`src/hw/sdc_regs.svh`:
```
// Shift counts and reset values for the segment driver cascade block.
// Included by name; holds definitions only.
`ifndef SDC_REGS_SVH
`define SDC_REGS_SVH

`define SDC_CNT_W 7
`define SDC_N_PARALLEL 7'h14
`define SDC_N_SERIAL 7'h50
`define SDC_SEG_W 80
`define SDC_SYNC_W 11
`define SDC_EO_RESET 1'b1

`endif

```
`src/hw/sdc_pkg.sv`:
```
// Types shared by the segment driver cascade block.
// Assumes sdc_regs.svh is compiled alongside.
package sdc_pkg;

	typedef enum logic [2:0] {
		SDC_ST_WAIT = 3'h1,
		SDC_ST_LOAD = 3'h2,
		SDC_ST_DONE = 3'h4
	} sdc_state_t;

endpackage

```
`src/hw/sdc_cascade.sv`:
```
// Cascade enable chain and display data loading of an 80-channel segment driver.
// Assumes all pins are asynchronous to i_sys_clk and far slower than 25 MHz.
//
// How it works
// - Direction low: right pin is enable input, left pin enable output.
// - Direction high: left pin is enable input, right pin enable output.
// - In common-driver mode the enable chain has no effect.
// - Four-bit parallel mode: handoff after 20 shift clocks.
// - One-bit serial mode: handoff after 80 shift clocks.
`timescale 1ns/1ns
`include "sdc_regs.svh"
module sdc_cascade (
	input wire logic i_sys_clk,
	input wire logic i_rstn,
	input wire logic i_shift_clk,
	input wire logic i_latch_clk,
	input wire logic [3:0] i_data,
	input wire logic i_shift_direction_select,
	input wire logic i_application_mode_select,
	input wire logic i_com_seg_select,
	input wire logic i_left_enable_pin,
	input wire logic i_right_enable_pin,
	output logic o_left_enable_pin,
	output logic o_left_enable_pin_oe,
	output logic o_right_enable_pin,
	output logic o_right_enable_pin_oe,
	output logic o_enabled,
	output logic [`SDC_SEG_W-1:0] o_seg_data
);

	// Synchronised copies of every pin; nothing below reads a raw pin
	logic [`SDC_SYNC_W-1:0] pins_s;
	logic sck_s, lck_s, shl_s, ams_s, cs_s, len_s, ren_s;
	logic [3:0] data_s;
	logic sck_prev_q, lck_prev_q;
	logic sck_rise, lck_rise;
	logic en_in, en_ok;
	logic [`SDC_CNT_W-1:0] cnt_q, n_target;
	logic [`SDC_SEG_W-1:0] shift_q;
	logic eo_q;
	sdc_pkg::sdc_state_t state_q;

	sdc_sync #(
		.W(`SDC_SYNC_W)
	) u_sync (
		.i_sys_clk(i_sys_clk),
		.i_rstn(i_rstn),
		.i_async({i_shift_clk, i_latch_clk, i_data, i_shift_direction_select,
			i_application_mode_select, i_com_seg_select, i_left_enable_pin,
			i_right_enable_pin}),
		.o_sync(pins_s)
	);

	// Unpack in the packing order above; the widths add up to the sync width
	assign {sck_s, lck_s, data_s, shl_s, ams_s, cs_s, len_s, ren_s} = pins_s;

	// Edge detectors read only the synchronised copies
	always_ff @(posedge i_sys_clk or negedge i_rstn) begin
		if (!i_rstn) begin
			sck_prev_q <= 1'b0;
			lck_prev_q <= 1'b0;
		end else begin
			sck_prev_q <= sck_s;
			lck_prev_q <= lck_s;
		end
	end

	assign sck_rise = sck_s && !sck_prev_q;
	assign lck_rise = lck_s && !lck_prev_q;

	// Enable input depends on direction; active low
	assign en_in = shl_s ? len_s : ren_s;
	// Segment mode only; common mode never loads segment data here
	assign en_ok = !cs_s && !en_in;
	// Mode is read per edge; changing it in mid-line mixes the two counts
	assign n_target = ams_s ? `SDC_N_SERIAL : `SDC_N_PARALLEL;

	// Load sequence: wait for enable, count shift clocks, hand off
	always_ff @(posedge i_sys_clk or negedge i_rstn) begin
		if (!i_rstn) begin
			state_q <= sdc_pkg::SDC_ST_WAIT;
			cnt_q <= '0;
			eo_q <= `SDC_EO_RESET;
		end else if (lck_rise) begin
			// A line latch restarts the chain so the first driver loads next
			state_q <= sdc_pkg::SDC_ST_WAIT;
			cnt_q <= '0;
			eo_q <= `SDC_EO_RESET;
		end else if (sck_rise && en_ok) begin
			unique case (state_q)
				sdc_pkg::SDC_ST_WAIT, sdc_pkg::SDC_ST_LOAD: begin
					cnt_q <= cnt_q + `SDC_CNT_W'(1);
					if (cnt_q + `SDC_CNT_W'(1) == n_target) begin
						state_q <= sdc_pkg::SDC_ST_DONE;
						eo_q <= 1'b0;
					end else begin
						state_q <= sdc_pkg::SDC_ST_LOAD;
					end
				end
				sdc_pkg::SDC_ST_DONE: begin
					// Full; extra clocks belong to the next driver
					cnt_q <= cnt_q;
				end
			endcase
		end
	end

	// Shift register; a full driver stops shifting so data is not pushed out
	always_ff @(posedge i_sys_clk or negedge i_rstn) begin
		if (!i_rstn) begin
			shift_q <= '0;
		end else if (sck_rise && en_ok && state_q != sdc_pkg::SDC_ST_DONE) begin
			if (!ams_s) begin
				shift_q <= shl_s ? {data_s, shift_q[79:4]} : {shift_q[75:0], data_s};
			end else begin
				shift_q <= shl_s ? {data_s[0], shift_q[79:1]} : {shift_q[78:0], data_s[0]};
			end
		end
	end

	// Latch copy on the line clock; common mode leaves latch to another path
	always_ff @(posedge i_sys_clk or negedge i_rstn) begin
		if (!i_rstn) begin
			o_seg_data <= '0;
		end else if (lck_rise && !cs_s) begin
			o_seg_data <= shift_q;
		end
	end

	// Enable output pins, registered; only the output side is driven
	always_ff @(posedge i_sys_clk or negedge i_rstn) begin
		if (!i_rstn) begin
			o_left_enable_pin <= `SDC_EO_RESET;
			o_right_enable_pin <= `SDC_EO_RESET;
			o_left_enable_pin_oe <= 1'b0;
			o_right_enable_pin_oe <= 1'b0;
			o_enabled <= 1'b0;
		end else begin
			o_left_enable_pin <= eo_q;
			o_right_enable_pin <= eo_q;
			o_left_enable_pin_oe <= !cs_s && !shl_s;
			o_right_enable_pin_oe <= !cs_s && shl_s;
			o_enabled <= en_ok;
		end
	end

	// Checks work on the synced pins, so they see what the logic sees
	AST_LEFT_IS_OUTPUT: assert property (@(posedge i_sys_clk) disable iff (!i_rstn)
		(!shl_s && !cs_s) |=> (o_left_enable_pin_oe && !o_right_enable_pin_oe))
		else $error("left pin not driven as enable output");

	AST_RIGHT_IS_OUTPUT: assert property (@(posedge i_sys_clk) disable iff (!i_rstn)
		(shl_s && !cs_s) |=> (o_right_enable_pin_oe && !o_left_enable_pin_oe))
		else $error("right pin not driven as enable output");

	AST_COMMON_NO_CHAIN: assert property (@(posedge i_sys_clk) disable iff (!i_rstn)
		(cs_s && !lck_rise) |=> (!o_left_enable_pin_oe && !o_right_enable_pin_oe
			&& $stable(shift_q)))
		else $error("enable chain active in common mode");

	AST_PARALLEL_HANDOFF: assert property (@(posedge i_sys_clk) disable iff (!i_rstn)
		(!ams_s && sck_rise && en_ok && !lck_rise && cnt_q == 7'h13
			&& state_q == sdc_pkg::SDC_ST_LOAD) |=> (!eo_q ##1 !o_left_enable_pin))
		else $error("parallel handoff not after twenty clocks");

	AST_SERIAL_HANDOFF: assert property (@(posedge i_sys_clk) disable iff (!i_rstn)
		(ams_s && sck_rise && en_ok && !lck_rise && cnt_q == 7'h4f
			&& state_q == sdc_pkg::SDC_ST_LOAD) |=> (state_q == sdc_pkg::SDC_ST_DONE && !eo_q))
		else $error("serial handoff not after eighty clocks");

	AST_SERIAL_NOT_EARLY: assert property (@(posedge i_sys_clk) disable iff (!i_rstn)
		(ams_s && !lck_rise && state_q != sdc_pkg::SDC_ST_DONE && cnt_q < 7'h4f) |=> eo_q)
		else $error("serial handoff too early");

	AST_DISABLED_IGNORES: assert property (@(posedge i_sys_clk) disable iff (!i_rstn)
		(!en_ok && !lck_rise) |=> ($stable(shift_q) && $stable(cnt_q) && $stable(o_seg_data)))
		else $error("disabled driver changed its data");

	AST_LATCH_COPY: assert property (@(posedge i_sys_clk) disable iff (!i_rstn)
		(lck_rise && !cs_s) |=> (o_seg_data == $past(shift_q) && cnt_q == '0))
		else $error("latch did not copy shift data");

	AST_LATCH_RESTARTS: assert property (@(posedge i_sys_clk) disable iff (!i_rstn)
		lck_rise |=> (state_q == sdc_pkg::SDC_ST_WAIT && eo_q && cnt_q == '0))
		else $error("latch did not restart the chain");

	AST_PARALLEL_NOT_EARLY: assert property (@(posedge i_sys_clk) disable iff (!i_rstn)
		(!ams_s && !lck_rise && state_q != sdc_pkg::SDC_ST_DONE && cnt_q < 7'h13) |=> eo_q)
		else $error("parallel handoff too early");

	AST_COUNT_STEP: assert property (@(posedge i_sys_clk) disable iff (!i_rstn)
		(sck_rise && en_ok && !lck_rise && state_q != sdc_pkg::SDC_ST_DONE)
			|=> (cnt_q == $past(cnt_q) + 7'h01))
		else $error("accepted shift edge not counted");

	AST_FULL_HOLDS: assert property (@(posedge i_sys_clk) disable iff (!i_rstn)
		(state_q == sdc_pkg::SDC_ST_DONE && !lck_rise) |=> ($stable(shift_q) && !eo_q))
		else $error("full driver kept shifting or released its output");

	AST_RIGHT_PIN_GATES: assert property (@(posedge i_sys_clk) disable iff (!i_rstn)
		(!cs_s && !shl_s) |=> (o_enabled == !$past(ren_s)))
		else $error("right enable input does not gate the driver");

	AST_LEFT_PIN_GATES: assert property (@(posedge i_sys_clk) disable iff (!i_rstn)
		(!cs_s && shl_s) |=> (o_enabled == !$past(len_s)))
		else $error("left enable input does not gate the driver");

	AST_COMMON_DISABLED: assert property (@(posedge i_sys_clk) disable iff (!i_rstn)
		cs_s |=> !o_enabled)
		else $error("driver enabled in common mode");

	AST_DISABLED_NO_HANDOFF: assert property (@(posedge i_sys_clk) disable iff (!i_rstn)
		(!en_ok && !lck_rise) |=> $stable(eo_q))
		else $error("disabled driver moved its enable output");

	AST_PINS_FOLLOW_FLAG: assert property (@(posedge i_sys_clk) disable iff (!i_rstn)
		(o_left_enable_pin == $past(eo_q) && o_right_enable_pin == $past(eo_q)))
		else $error("enable output pins do not follow the handoff flag");

	AST_ONE_SIDE_DRIVEN: assert property (@(posedge i_sys_clk) disable iff (!i_rstn)
		!(o_left_enable_pin_oe && o_right_enable_pin_oe))
		else $error("both enable pins driven at once");

endmodule

```
`src/hw/sdc_sync.sv`:
```
// Two-flop synchroniser for a group of pin inputs.
// Assumes every bit is a slow level, so per-bit skew is harmless.
`timescale 1ns/1ns
module sdc_sync #(
	parameter int W = 1
) (
	input wire logic i_sys_clk,
	input wire logic i_rstn,
	input wire logic [W-1:0] i_async,
	output logic [W-1:0] o_sync
);

	logic [W-1:0] meta_q;

	// One pair of flops per bit; first stage feeds only the second
	genvar g;
	generate
		for (g = 0; g < W; g++) begin : g_bit
			always_ff @(posedge i_sys_clk or negedge i_rstn) begin
				if (!i_rstn) begin
					meta_q[g] <= 1'b0;
					o_sync[g] <= 1'b0;
				end else begin
					meta_q[g] <= i_async[g];
					o_sync[g] <= meta_q[g];
				end
			end
		end
	endgenerate

endmodule

```
`config.mk`:
```
export PLATFORM = sky130hd
export DESIGN_NAME = sdc_cascade
export DESIGN_NICKNAME = d
export VERILOG_FILES = /design/src/hw/sdc_pkg.sv /design/src/hw/sdc_cascade.sv /design/src/hw/sdc_sync.sv
export VERILOG_INCLUDE_DIRS = /design/src /design/src/hw
export SDC_FILE = /design/constraint.sdc
export NUM_CORES = 1
export LEC_CHECK = 0
export CORE_ASPECT_RATIO = 1.1
export CORE_UTILIZATION = 59
export CTS_BUF_LIST = sky130_fd_sc_hd__clkbuf_8
export CTS_CLUSTER_SIZE = 25
export DETAILED_ROUTE_END_ITERATION = 8
export DONT_BUFFER_PORTS = 1
export PLACE_DENSITY = 0.79
export SLEW_MARGIN = 20
export SYNTH_ARGS = -nofsm -noshare
export SYNTH_HDL_FRONTEND = slang
export SYNTH_HIERARCHICAL = 1
export SYNTH_SLANG_ARGS = --single-unit
```
`constraint.sdc`:
```
create_clock -name i_sys_clk -period 1.8 [get_ports i_sys_clk]
set_input_delay 0.09 -clock i_sys_clk [delete_from_list [all_inputs] [get_ports i_sys_clk]]
set_output_delay 0.09 -clock i_sys_clk [all_outputs]
set_load 0.02 [all_outputs]
```
======== Word level (Yosys, flattened, before mapping) ========
Cells that the tools add are included.
cells by class
  add/sub/neg operators ................... 1
  eq/ne operators ......................... 6
  multiplexer cells ....................... 16
  reduce and logical (&&, ||, !) cells .... 20
operator list
  operator             number
  $mux 80              3
  $mux 7               4
  $mux 3               4
  $logic_and 1x1->1    8
  $add 7x1->7 const B  1
  $eq 7x7->1           1
  $reduce_bool 2->1    3
  $logic_not 1->1      5
  $mux 1               5
  $reduce_and 2->1     2
  $eq 3x1->1 const B   1
  $eq 3x2->1 const B   1
  $eq 3x3->1 const B   1
  $ne 3x3->1 const B   1
  $reduce_and 3->1     1
  $ne 2x2->1 const B   1
  $reduce_or 2->1      1
word-level totals
  register bits after elaboration ......... 199
  logic and storage cells ................. 76

======== Logic depth before layout (Yosys ltp) ========
Gate-level depths: netlist of run 1.
  depth after elaboration ................. 6
  depth in mapped cells ................... 7
  depth with buffers taken out ............ 5

======== Hierarchy ========
Netlist of run 1, hierarchy kept.
modules (own cells, without submodules)
  module       times used  cells each  area an instance (um^2)  sequential area each (um^2)
  sdc_cascade  1           686         8615.8                   4433.0
  sdc_sync     1           22          550.5                    550.5

======== Worst setup path before layout of run 1 ========
Ideal clock, no wire load.
  path type ............................... register to register
  start ................................... register u_sync.o_sync[2]
  end ..................................... register shift_q[10]
  data arrival time ....................... 1.723 ns
  required time ........................... 1.683 ns
  setup slack ............................. -0.040 ns
  stages on the path, launching flop included .. 8
  period minus slack after synthesis ...... 1.840 ns
  cells stage by stage .................... dfrtp_1 -> or3b_4 -> or3_1 -> clkbuf_1 -> clkbuf_1 -> buf_2 -> nand2_1 -> nand2_1
between the ends
  word-level cells in the longest chain between the ends .. 4
ends and longest elaborated chain
  element                           RTL line            source
  start: declaration                sdc_sync.sv:10      output logic [W-1:0] o_sync
  start signal: indexed assignment  sdc_sync.sv:25      o_sync[g] <= meta_q[g];
  $logic_not 1->1                   sdc_cascade.sv:74   assign en_ok = !cs_s && !en_in;
  $logic_and 1x1->1                 sdc_cascade.sv:74
  $logic_and 1x1->1 (2 in series)   sdc_cascade.sv:112  end else if (sck_rise && en_ok && state_q != sdc_pkg::SDC_ST_DONE) begin
  end signal: assignment            sdc_cascade.sv:114  shift_q <= shl_s ? {data_s, shift_q[79:4]} : {shift_q[75:0], data_s};
  end signal: assignment            sdc_cascade.sv:116  shift_q <= shl_s ? {data_s[0], shift_q[79:1]} : {shift_q[78:0], data_s[0]};
  end: declaration                  sdc_cascade.sv:39   logic [`SDC_SEG_W-1:0] shift_q;
No other way between the ends.
A chain may end at the register's enable or synchronous reset.

======== Worst setup path after layout of run 1 ========
  start ................................... register u_sync.o_sync[4]
  end ..................................... register state_q[2]
between the ends
  word-level cells in the longest chain between the ends .. 6
ends and longest elaborated chain
  element                             RTL line           source
  $mux 1                              sdc_cascade.sv:72  assign en_in = shl_s ? len_s : ren_s;
  $logic_not 1->1                     sdc_cascade.sv:74
  $logic_and 1x1->1                   sdc_cascade.sv:74
  $logic_and 1x1->1                   sdc_cascade.sv:89  end else if (sck_rise && en_ok) begin
  $reduce_bool 2->1 (no source line)  -
  $reduce_and 2->1 (no source line)   -
  end signal: assignment              sdc_cascade.sv:81  state_q <= sdc_pkg::SDC_ST_WAIT;
  end signal: assignment              sdc_cascade.sv:94  state_q <= sdc_pkg::SDC_ST_DONE;
  end signal: assignment              sdc_cascade.sv:97  state_q <= sdc_pkg::SDC_ST_LOAD;
  end: declaration                    sdc_cascade.sv:41  sdc_pkg::sdc_state_t state_q;
No other way between the ends.

==> flow_summary.yaml, run 1 <==
status:
  status: "finished, violations left"
  violations: "negative hold slack, negative setup slack"
synthesis:
  synth_area_um2: 9166
  synth_nets: 722
  avgSynthCellArea_um2: 12.95
  ys_warn_count: 6
  synth-seq-area-share_pct: 54.37
  yosysUniqueCellTypes: 36
  postSynthCellCount: 708
  synth-edff-count: 0
  ys_ff_latch: 199
  async_flop_share_pct: 100.0
  synth_flop_cell: "dfrtp_1"
detailed_routing:
  drc: 0
  wire_per_inst_um: 20.20
  via_per_inst: 6.363
  ant_nets: 0
  via_count: 5873
  wirelength_um: 18640
  drt_first_pass_iters: 5
  drt_iter0_drc: 557
hold_path:
  hp-class: "in2async"
critical_path:
  critPathKind: "reg2reg"
  r2r_cells: 4
  path_cells: "mux2_4 > or4_4 > a211oi_4 > a31o_2"
  crit_path_max_incr_delay_ns: 0.56
  crit_arrival_ns: 2.28
  cp_slowest_cell: "or4_4"
  critPathLaunchType: "flip-flop"
  path_max_fanout: 4
  crit_path_end_kind: "flip-flop"
  worst_ep_required_time_ns: 2.21
sta:
  layout_min_cycle_time_ns: 1.877
  worst_pin_slew_ns: 0.3924
  clock_skew_ns: 0.01115
  slew_headroom_pct: 73.84
  drv_slew: 0
  hold_violations: 199
  finalCritPeriodShare_pct: 104.3
  timing.fmax_mhz: 532.7
  holdWs_ns: -0.6813
  rsz0062_at_grt: "true"
  layout_setup_ws_ns: -0.07713
  setup_viol: 4
  setup_tns_ns: -0.2121
finish:
  layout_common_cells: "246 x nand2_1, 194 x dfrtp_1, 80 x mux2_2"
  area_delta_synth_final_pct: 10.33
  fill_cells: 1051
  drive_gt1_share_pct: 31.64
  multiInputGateArea_um2: 4034
  layout_commonest_cell: "nand2_1"
  num_antenna_cells: 0
  nets: 728
  regArea_um2: 4991
global_route:
  grt_pass1_wl_um: 30920
  grt_max_degree: 200
  grt_use_total_pct: 24.93
  antenna_found_initial: 0
  grt_pass1_vias: 5752
  globalRouteOverflowTotal: 0
clock_tree:
  clock_sinks: 199
  cts_buffers: 17
  clock_path_buffers: 2
  htree_levels: 4
  worstSkewPairLatency_ns: 0.47
  cts_tree: "done"
  postCtsHoldBufs: 11
  path_clk_slew_ns: 0.09
  cts_root_buffer: "clkbuf_8"
flow_run:
  maxCapViolations: 0
power_and_ir_drop:
  switching_share_pct: 24.49
  p_int_uw: 6565
  p_switching_uw: 2129
  powerDensity_nw_per_um2: 859.7
  p_clk_share_pct: 35.0
  fin_total_pwr_uw: 8694
  seqPwrFrac_pct: 57.7
  peakVddDrop_mv: 0.4743
  leakagePower_uw: 0.004820
  p_comb_share_pct: 7.3
die:
  die_h_um: 132.7
  core_area_um2: 15110
  die_w_um: 120.8
  dieArea_um2: 16040
  top_level_ports: 98
  start_util_pct: 60.65
  std_cell_rows: 47
placed_design:
  hpwl_um: 11780
  port_buffers: 0
  dp_slack_ns: -0.2068
  place_congestion: 0.8134
## stage by stage
stage / util (%) / std cells / instance area [um^2]
after CTS: 66.69 / 923 / 10080
after floorplan: - / 708 / 9185
after detailed placement: 62.91 / 880 / 9508
after global routing: 66.92 / 923 / 10110
after global placement: 62.91 / 880 / 9508
final: 66.92 / 923 / 10110
## sequential cells by signal, summed over array words and instances, names as in the netlist, 3 cells and up
name           cells
state_q            3
shift_q           80
o_seg_data        80
u_sync/meta_q     11
cnt_q              7
u_sync/o_sync     11
## layout make-up
cell class,instances,share of cell area [%]
well taps,196,2.425
inverters,1,0.03712
repair buffers,34,3.984
clock inverters,11,1.460
flip-flops and latches,199,49.35
clock buffers,21,2.858
multi-input cells,461,39.89
## per-layer routing
metal	vias up	global-route usage, %	share of wire (%)
li1	2494	-	-
met1	3091	34.56	41
met2	252	38.70	50
met3	36	6.422	6.9
met4	0	8.711	1.9
met5	-	0	0
## cells in the mapped netlist, types with 2 or more instances
| master | count | area share, % |
|---|---|---|
| buf_2 | 15 | 0.82 |
| dfrtp_1 | 196 | 54 |
| and2_1 | 2 | 0.14 |
| clkbuf_1 | 27 | 1.1 |
| mux2_2 | 81 | 10 |
| dfstp_2 | 3 | 0.86 |
| mux4_2 | 79 | 19 |
| nand2_1 | 246 | 10 |
| nand3_1 | 3 | 0.16 |
| nand2b_1 | 2 | 0.14 |
| buf_1 | 4 | 0.16 |
| nor2_1 | 10 | 0.41 |
| a21oi_1 | 4 | 0.22 |
| or3_1 | 3 | 0.20 |
| a31o_2 | 2 | 0.19 |
| nor3b_1 | 2 | 0.16 |
| nor2b_1 | 2 | 0.14 |
| xnor2_1 | 4 | 0.38 |
| o21ai_0 | 6 | 0.33 |
## final timing paths
path                                           from                 to  slack [ns]
min                                          i_rstn     o_seg_data[33]       -0.68
max in group asynchronous                    i_rstn   u_sync/o_sync[4]        2.16
max                                u_sync/o_sync[4]         state_q[2]       -0.08
max reg2reg                        u_sync/o_sync[4]         state_q[2]       -0.08
min reg2reg                       u_sync/meta_q[10]  u_sync/o_sync[10]        0.35
min in group i_sys_clk     i_shift_direction_select   u_sync/meta_q[4]        0.17
## worst max-delay path, delay by kind of cell, from the launching register on
kind	cells	cell delay (ns)
flops	1	0.49
compound gates	2	0.44
mux	1	0.34
simple gates	1	0.56
## cell families after synthesis
family | Yosys count | share of synthesized area [%]
AO/OA/AOI/OAI | 16 | 1.133
XOR/XNOR | 5 | 0.4777
adder cells (fa/ha/maj) | 1 | 0.1365
buffers and inverters | 48 | 2.211
flip-flops | 199 | 54.37
multiplexers | 161 | 29.47
AND/OR/NAND/NOR | 278 | 12.20
## timing repair
| item | in CTS | in global routing |
|---|---|---|
| setup buffers | 0 | 0 |
| pin swaps | 2 | 6 |
| endpoints found under the hold margin | 210 | 199 |
| setup endpoints to repair | 88 | 47 |
| gates resized for setup | 5 | 8 |
## power groups by stage
stage	combinational, uW	sequential [uW]	clock [uW]
after global placement	581	5090	0
after floorplan	507	5010	0
after global routing	691	5040	3280
final	634	5010	3050
after detailed placement	610	5100	0
after CTS	633	5010	3110
Note: power is estimated with default switching activity, not from simulation.
==> inputs of run 2 (changes only) <==
--- a/config.mk
+++ b/config.mk
@@ -7,12 +7,13 @@
 export NUM_CORES = 1
 export LEC_CHECK = 0
 export CORE_ASPECT_RATIO = 1.1
-export CORE_UTILIZATION = 59
+export CORE_UTILIZATION = 60
 export CTS_BUF_LIST = sky130_fd_sc_hd__clkbuf_8
 export CTS_CLUSTER_SIZE = 25
 export DETAILED_ROUTE_END_ITERATION = 8
 export DONT_BUFFER_PORTS = 1
-export PLACE_DENSITY = 0.79
+export PLACE_DENSITY = 0.8
+export RECOVER_POWER = 100
 export SLEW_MARGIN = 20
 export SYNTH_ARGS = -nofsm -noshare
 export SYNTH_HDL_FRONTEND = slang
==> run 2 against run 1 <==
The run still ends with negative hold slack, negative setup slack left. Largest power group unchanged. Core utilization increased by 0.43 points. Critical endpoint is now state_q[1]. Sequential power hardly changed. Critical path type unchanged. Clock skew up 0.0033 ns. Critical path depth stayed put. Clock power shrank 6%.
==> flow_summary.yaml, run 2 (synthesis gave the netlist of run 1 again) <==
sta:
  timing.fmax_mhz: 550.2
  slew_headroom_pct: 71.99
  rsz0062_at_grt: "true"
  layout_min_cycle_time_ns: 1.818
  worst_pin_slew_ns: 0.4201
  clock_skew_ns: 0.01443
  setup_viol: 4
  hold_violations: 199
  layout_setup_ws_ns: -0.01758
  finalCritPeriodShare_pct: 101.0
  drv_slew: 0
  holdWs_ns: -0.6944
clock_tree:
  htree_levels: 4
  clock_path_buffers: 2
  cts_setup_buffers: 0
  cts_buffers: 17
  postCtsHoldBufs: 11
  cts_root_buffer: "clkbuf_8"
  path_clk_slew_ns: 0.09
  clock_sinks: 199
  cts_tree: "done"
  worstSkewPairLatency_ns: 0.48
die:
  dieArea_um2: 15780
  std_cell_rows: 47
  die_w_um: 119.9
  start_util_pct: 61.13
  die_h_um: 131.6
  core_area_um2: 15000
  top_level_ports: 98
finish:
  stdcell_area_um2: 10100
  largest_registers: "o_seg_data x80, shift_q x80"
  layout_common_cells: "245 x nand2_1, 194 x dfrtp_1, 81 x mux2_2"
  nets: 729
  layout_commonest_cell: "nand2_1"
  final_cell_count_no_fill: 924
  drive_gt1_share_pct: 31.87
  area_delta_synth_final_pct: 10.18
  fill_cells: 1050
  num_antenna_cells: 0
detailed_routing:
  drt_first_pass_iters: 6
  drc: 0
  wirelength_um: 18960
  via_per_inst: 6.238
  ant_nets: 0
  via_count: 5764
  wire_per_inst_um: 20.52
  drt_iter0_drc: 526
critical_path:
  worst_ep_required_time_ns: 2.15
  r2r_cells: 4
  r2r_start: "u_sync/o_sync[4]"
  crit_arrival_ns: 2.16
  crit_path_end_kind: "flip-flop"
  critPathLaunchType: "flip-flop"
  path_max_fanout: 3
  r2r_setup_slack_ns: -0.02
  reg2reg_to: "state_q[1]"
  critPathKind: "reg2reg"
global_route:
  grt_pass1_wl_um: 30450
  top_usage_layer: "met2"
  grt_pass1_vias: 5824
  use_met2_pct: 38.34
  globalRouteOverflowTotal: 0
  use_met1_pct: 34.40
  grt_max_degree: 200
  grt_util_met3_pct: 7.031
  antenna_found_initial: 0
  grt_use_total_pct: 24.81
power_and_ir_drop:
  seqPwrFrac_pct: 58.9
  p_clk_share_pct: 33.6
  leakagePower_uw: 0.004830
  p_switching_uw: 2121
  peakVddDrop_mv: 0.5164
  p_int_uw: 6384
  fin_total_pwr_uw: 8505
  p_comb_share_pct: 7.5
  powerDensity_nw_per_um2: 842.1
  switching_share_pct: 24.93
placed_design:
  port_buffers: 0
  place_congestion: 0.8101
  placed_area_um2: 9498
  dp.cells: 877
  hpwl_um: 11270
flow_run:
  maxCapViolations: 0
status:
  status: "finished, violations left"
  violations: "negative hold slack, negative setup slack"
hold_path:
  hp-class: "in2async"
==> run 2: layout make-up <==
| class | instances | area, um^2 | share of cell area (%) |
|---|---|---|---|
| flip-flops and latches | 199 | 4991 | 49.42 |
| repair buffers | 35 | 430.4 | 4.262 |
| inverters | 1 | 3.754 | 0.03717 |
| well taps | 196 | 245.2 | 2.428 |
| multi-input cells | 461 | 4028 | 39.88 |
| clock inverters | 12 | 126.4 | 1.251 |
| clock buffers | 20 | 275.3 | 2.725 |
==> run 2: metrics by stage <==
step	hold slack, ns	setup slack, ns	utilization, %	TNS, ns
after floorplan	-0.2056	0.002288	-	0
after global placement	-0.1973	-0.06861	63.34	-0.7761
after detailed placement	-0.1988	-0.1105	63.34	-4.639
after CTS	-0.7220	-0.02029	66.87	-0.03669
after global routing	-0.7265	-0.07250	67.35	-1.711
final	-0.6944	-0.01758	67.35	-0.05046
==> run 2: routing by layer <==
| metal | routed length [um] | part of all wire, % |
|---|---|---|
| met1 | 7603 | 40 |
| met2 | 9569 | 50 |
| met5 | 0 | 0 |
| met4 | 269 | 1.4 |
| met3 | 1519 | 8.0 |
==> run 2: how the worst max path moves through the flow <==
stage                                start           to  slack [ns]  depth (start not counted)
after global placement    u_sync/o_sync[4]     cnt_q[6]       -0.07                          4
final                     u_sync/o_sync[4]   state_q[1]       -0.02                          4
after global routing      u_sync/o_sync[4]   state_q[1]       -0.07                          4
after detailed placement  u_sync/o_sync[4]     cnt_q[5]       -0.11                          4
after CTS                 u_sync/o_sync[4]   state_q[1]       -0.02                          4
after floorplan           u_sync/o_sync[2]  shift_q[10]       0.002                          7
==> run 2: power groups by stage <==
stage                     Sequential (uW)  Combinational [uW]  Clock, uW
after global routing                 5040                 693       3090
after CTS                            5010                 629       2920
after floorplan                      5010                 507          0
final                                5010                 637       2860
after detailed placement             5090                 604          0
after global placement               5080                 579          0
==> run 2: timing repair <==
action / 4_1_cts / 5_1_grt
pin swaps: 3 / 3
resized for setup: 3 / 9
gates cloned: 0 / 4
endpoints found under the hold margin: 210 / 199
setup endpoints to repair: 88 / 34
==> run 2: critical path, cell delays in order, from the launching register on <==
cell and delay (ns):
dfrtp_4 0.48, mux2_2 0.31, or4_4 0.55, a211oi_4 0.23, a221oi_1 0.12
==> inputs of run 3 (changes only) <==
--- a/config.mk
+++ b/config.mk
@@ -8,7 +8,7 @@
 export LEC_CHECK = 0
 export CORE_ASPECT_RATIO = 1.1
 export CORE_UTILIZATION = 60
-export CTS_BUF_LIST = sky130_fd_sc_hd__clkbuf_8
+export CTS_BUF_LIST = sky130_fd_sc_hd__clkbuf_4
 export CTS_CLUSTER_SIZE = 25
 export DETAILED_ROUTE_END_ITERATION = 8
 export DONT_BUFFER_PORTS = 1
==> run 3 against run 2 <==
Core utilization shrank 0.90 points. Largest power group unchanged. The flow still finishes with violations (negative hold slack, negative setup slack). Clock power shrank 19%. Die area is the same. Final cell count shrank 0.11%. Worst setup slack lost 0.015 ns. Non-clock buffer count shrank 1. Sequential cell count is the same. Sequential power is essentially flat. Sequential share of layout area grew 0.67 points. Via count grew 0.59%. Critical endpoint is now state_q[2].
==> flow_summary.yaml, run 3 (synthesis gave the netlist of run 1 again) <==
status:
  status: "finished, violations left"
  violations: "negative hold slack, negative setup slack"
detailed_routing:
  ant_nets: 0
  wire_per_inst_um: 20.20
  drt_iter0_drc: 543
  via_per_inst: 6.282
  via_count: 5798
  drc: 0
  wirelength_um: 18650
  drt_first_pass_iters: 7
sta:
  drv_slew: 0
  worst_pin_slew_ns: 0.4249
  setup_viol: 3
  timing.fmax_mhz: 545.8
  hold_violations: 199
  layout_setup_ws_ns: -0.03224
  layout_min_cycle_time_ns: 1.832
  finalCritPeriodShare_pct: 101.8
  clock_skew_ns: 0.01549
  slew_headroom_pct: 71.68
  rsz0062_at_grt: "true"
  holdWs_ns: -0.8048
  setup_tns_ns: -0.06357
die:
  die_w_um: 119.9
  dieArea_um2: 15780
  top_level_ports: 98
  core_area_um2: 15000
  die_h_um: 131.6
  std_cell_rows: 47
  start_util_pct: 61.13
critical_path:
  crit_path_end_kind: "flip-flop"
  worst_ep_required_time_ns: 2.32
  critPathKind: "reg2reg"
  path_cells: "mux2_2 > or4_4 > a211oi_4 > a31o_2"
  crit_path_max_incr_delay_ns: 0.56
  crit_arrival_ns: 2.35
  crit_family: "simple AND/OR/NAND/NOR gates"
  critPathLaunchType: "flip-flop"
  path_buf_inv: 0
  cp_slowest_cell: "or4_4"
  path_max_fanout: 3
finish:
  layout_common_cells: "245 x nand2_1, 194 x dfrtp_1, 81 x mux2_2"
  fill_cells: 1062
  nets: 728
  num_antenna_cells: 0
  utilization_pct: 66.45
  largest_registers: "o_seg_data x80, shift_q x80"
  area_delta_synth_final_pct: 8.709
  stdcell_area_um2: 9965
  layout_commonest_cell: "nand2_1"
  drive_gt1_share_pct: 31.77
power_and_ir_drop:
  powerDensity_nw_per_um2: 798.8
  leakagePower_uw: 0.004761
  p_int_uw: 5912
  p_switching_uw: 2048
  seqPwrFrac_pct: 63.0
  p_clk_share_pct: 29.1
  switching_share_pct: 25.73
  p_comb_share_pct: 7.9
  peakVddDrop_mv: 0.4885
global_route:
  grt_max_degree: 200
  antenna_found_initial: 0
  globalRouteOverflowTotal: 0
  grt_use_total_pct: 24.65
  grt_pass1_vias: 5792
  grt_pass1_wl_um: 30390
clock_tree:
  postCtsHoldBufs: 11
  cts_buffers: 17
  cts_setup_buffers: 0
  path_clk_slew_ns: 0.14
  clock_path_buffers: 2
  cts_tree: "done"
  htree_levels: 4
  cts_root_buffer: "clkbuf_4"
  worstSkewPairLatency_ns: 0.58
  clock_sinks: 199
flow_run:
  maxCapViolations: 0
hold_path:
  hp-class: "in2async"
placed_design:
  placed_area_um2: 9498
  hpwl_um: 11270
  port_buffers: 0
  place_congestion: 0.8101
  dp_slack_ns: -0.1105
## run 3: cell types whose count changed in the layout (fill, tap and decap cells not counted), moves of 2 or more
cell	delta
clkbuf_4	+20
clkbuf_8	-20
buf_6	-2
clkinv_1	+3
inv_1	-3
## run 3: power by group through the flow
stage | registers (uW) | clock network (uW) | logic (uW)
4_1_cts | 5010 | 2380 | 628
5_1_grt | 5040 | 2550 | 689
3_3_place_gp | 5080 | 0 | 579
2_1_floorplan | 5010 | 0 | 507
3_5_place_dp | 5090 | 0 | 604
6_report | 5010 | 2320 | 632
## run 3: routing by layer
layer  track usage, %  routed length (um)  up-vias
li1                 -                   -     2499
met1            34.57                7560     2995
met2            37.57                9365      263
met3            6.554                1402       41
met4            8.819                 318        0
met5                0                   0        -
## run 3: area by class of cell
type / instances / area (um^2) / area share, %
clock inverter: 12 / 126.4 / 1.268
tap: 196 / 245.2 / 2.461
inverter: 1 / 3.754 / 0.03767
sequential: 199 / 4991 / 50.09
timing repair buffer: 34 / 420.4 / 4.219
multi-input combinational: 461 / 4028 / 40.42
clock buffer: 20 / 150.1 / 1.507
## run 3: stage by stage
stage	instances	total power [uW]
3_5_place_dp	877	5699
5_1_grt	923	8279
2_1_floorplan	708	5514
6_report	923	7960
4_1_cts	920	8020
3_3_place_gp	877	5662
## run 3: final timing paths
| kind | from | end | slack (ns) | depth (start not counted) |
|---|---|---|---|---|
| min in group i_sys_clk | i_data[3] | u_sync/meta_q[8] | 0.06 | 1 |
| hold / removal | i_rstn | o_seg_data[30] | -0.80 | 0 |
| max in group asynchronous | i_rstn | eo_q | 2.31 | 0 |
| hold reg to reg | u_sync/meta_q[2] | u_sync/o_sync[2] | 0.36 | 0 |
| setup reg to reg | u_sync/o_sync[4] | state_q[2] | -0.03 | 4 |
| setup / recovery | u_sync/o_sync[4] | state_q[2] | -0.03 | 4 |
## run 3: timing repair
action                                  4_1_cts  5_1_grt
gates resized for setup                       3        9
endpoints found under the setup margin       88       45
pin swaps                                     4        1
cloned                                        0        3
endpoints found under the hold margin       210      199
## run 3: worst register-to-register path: stages (launching register included)
cell and delay, ns:
dfrtp_4 0.50, mux2_2 0.30, or4_4 0.56, a211oi_4 0.23, a31o_2 0.19
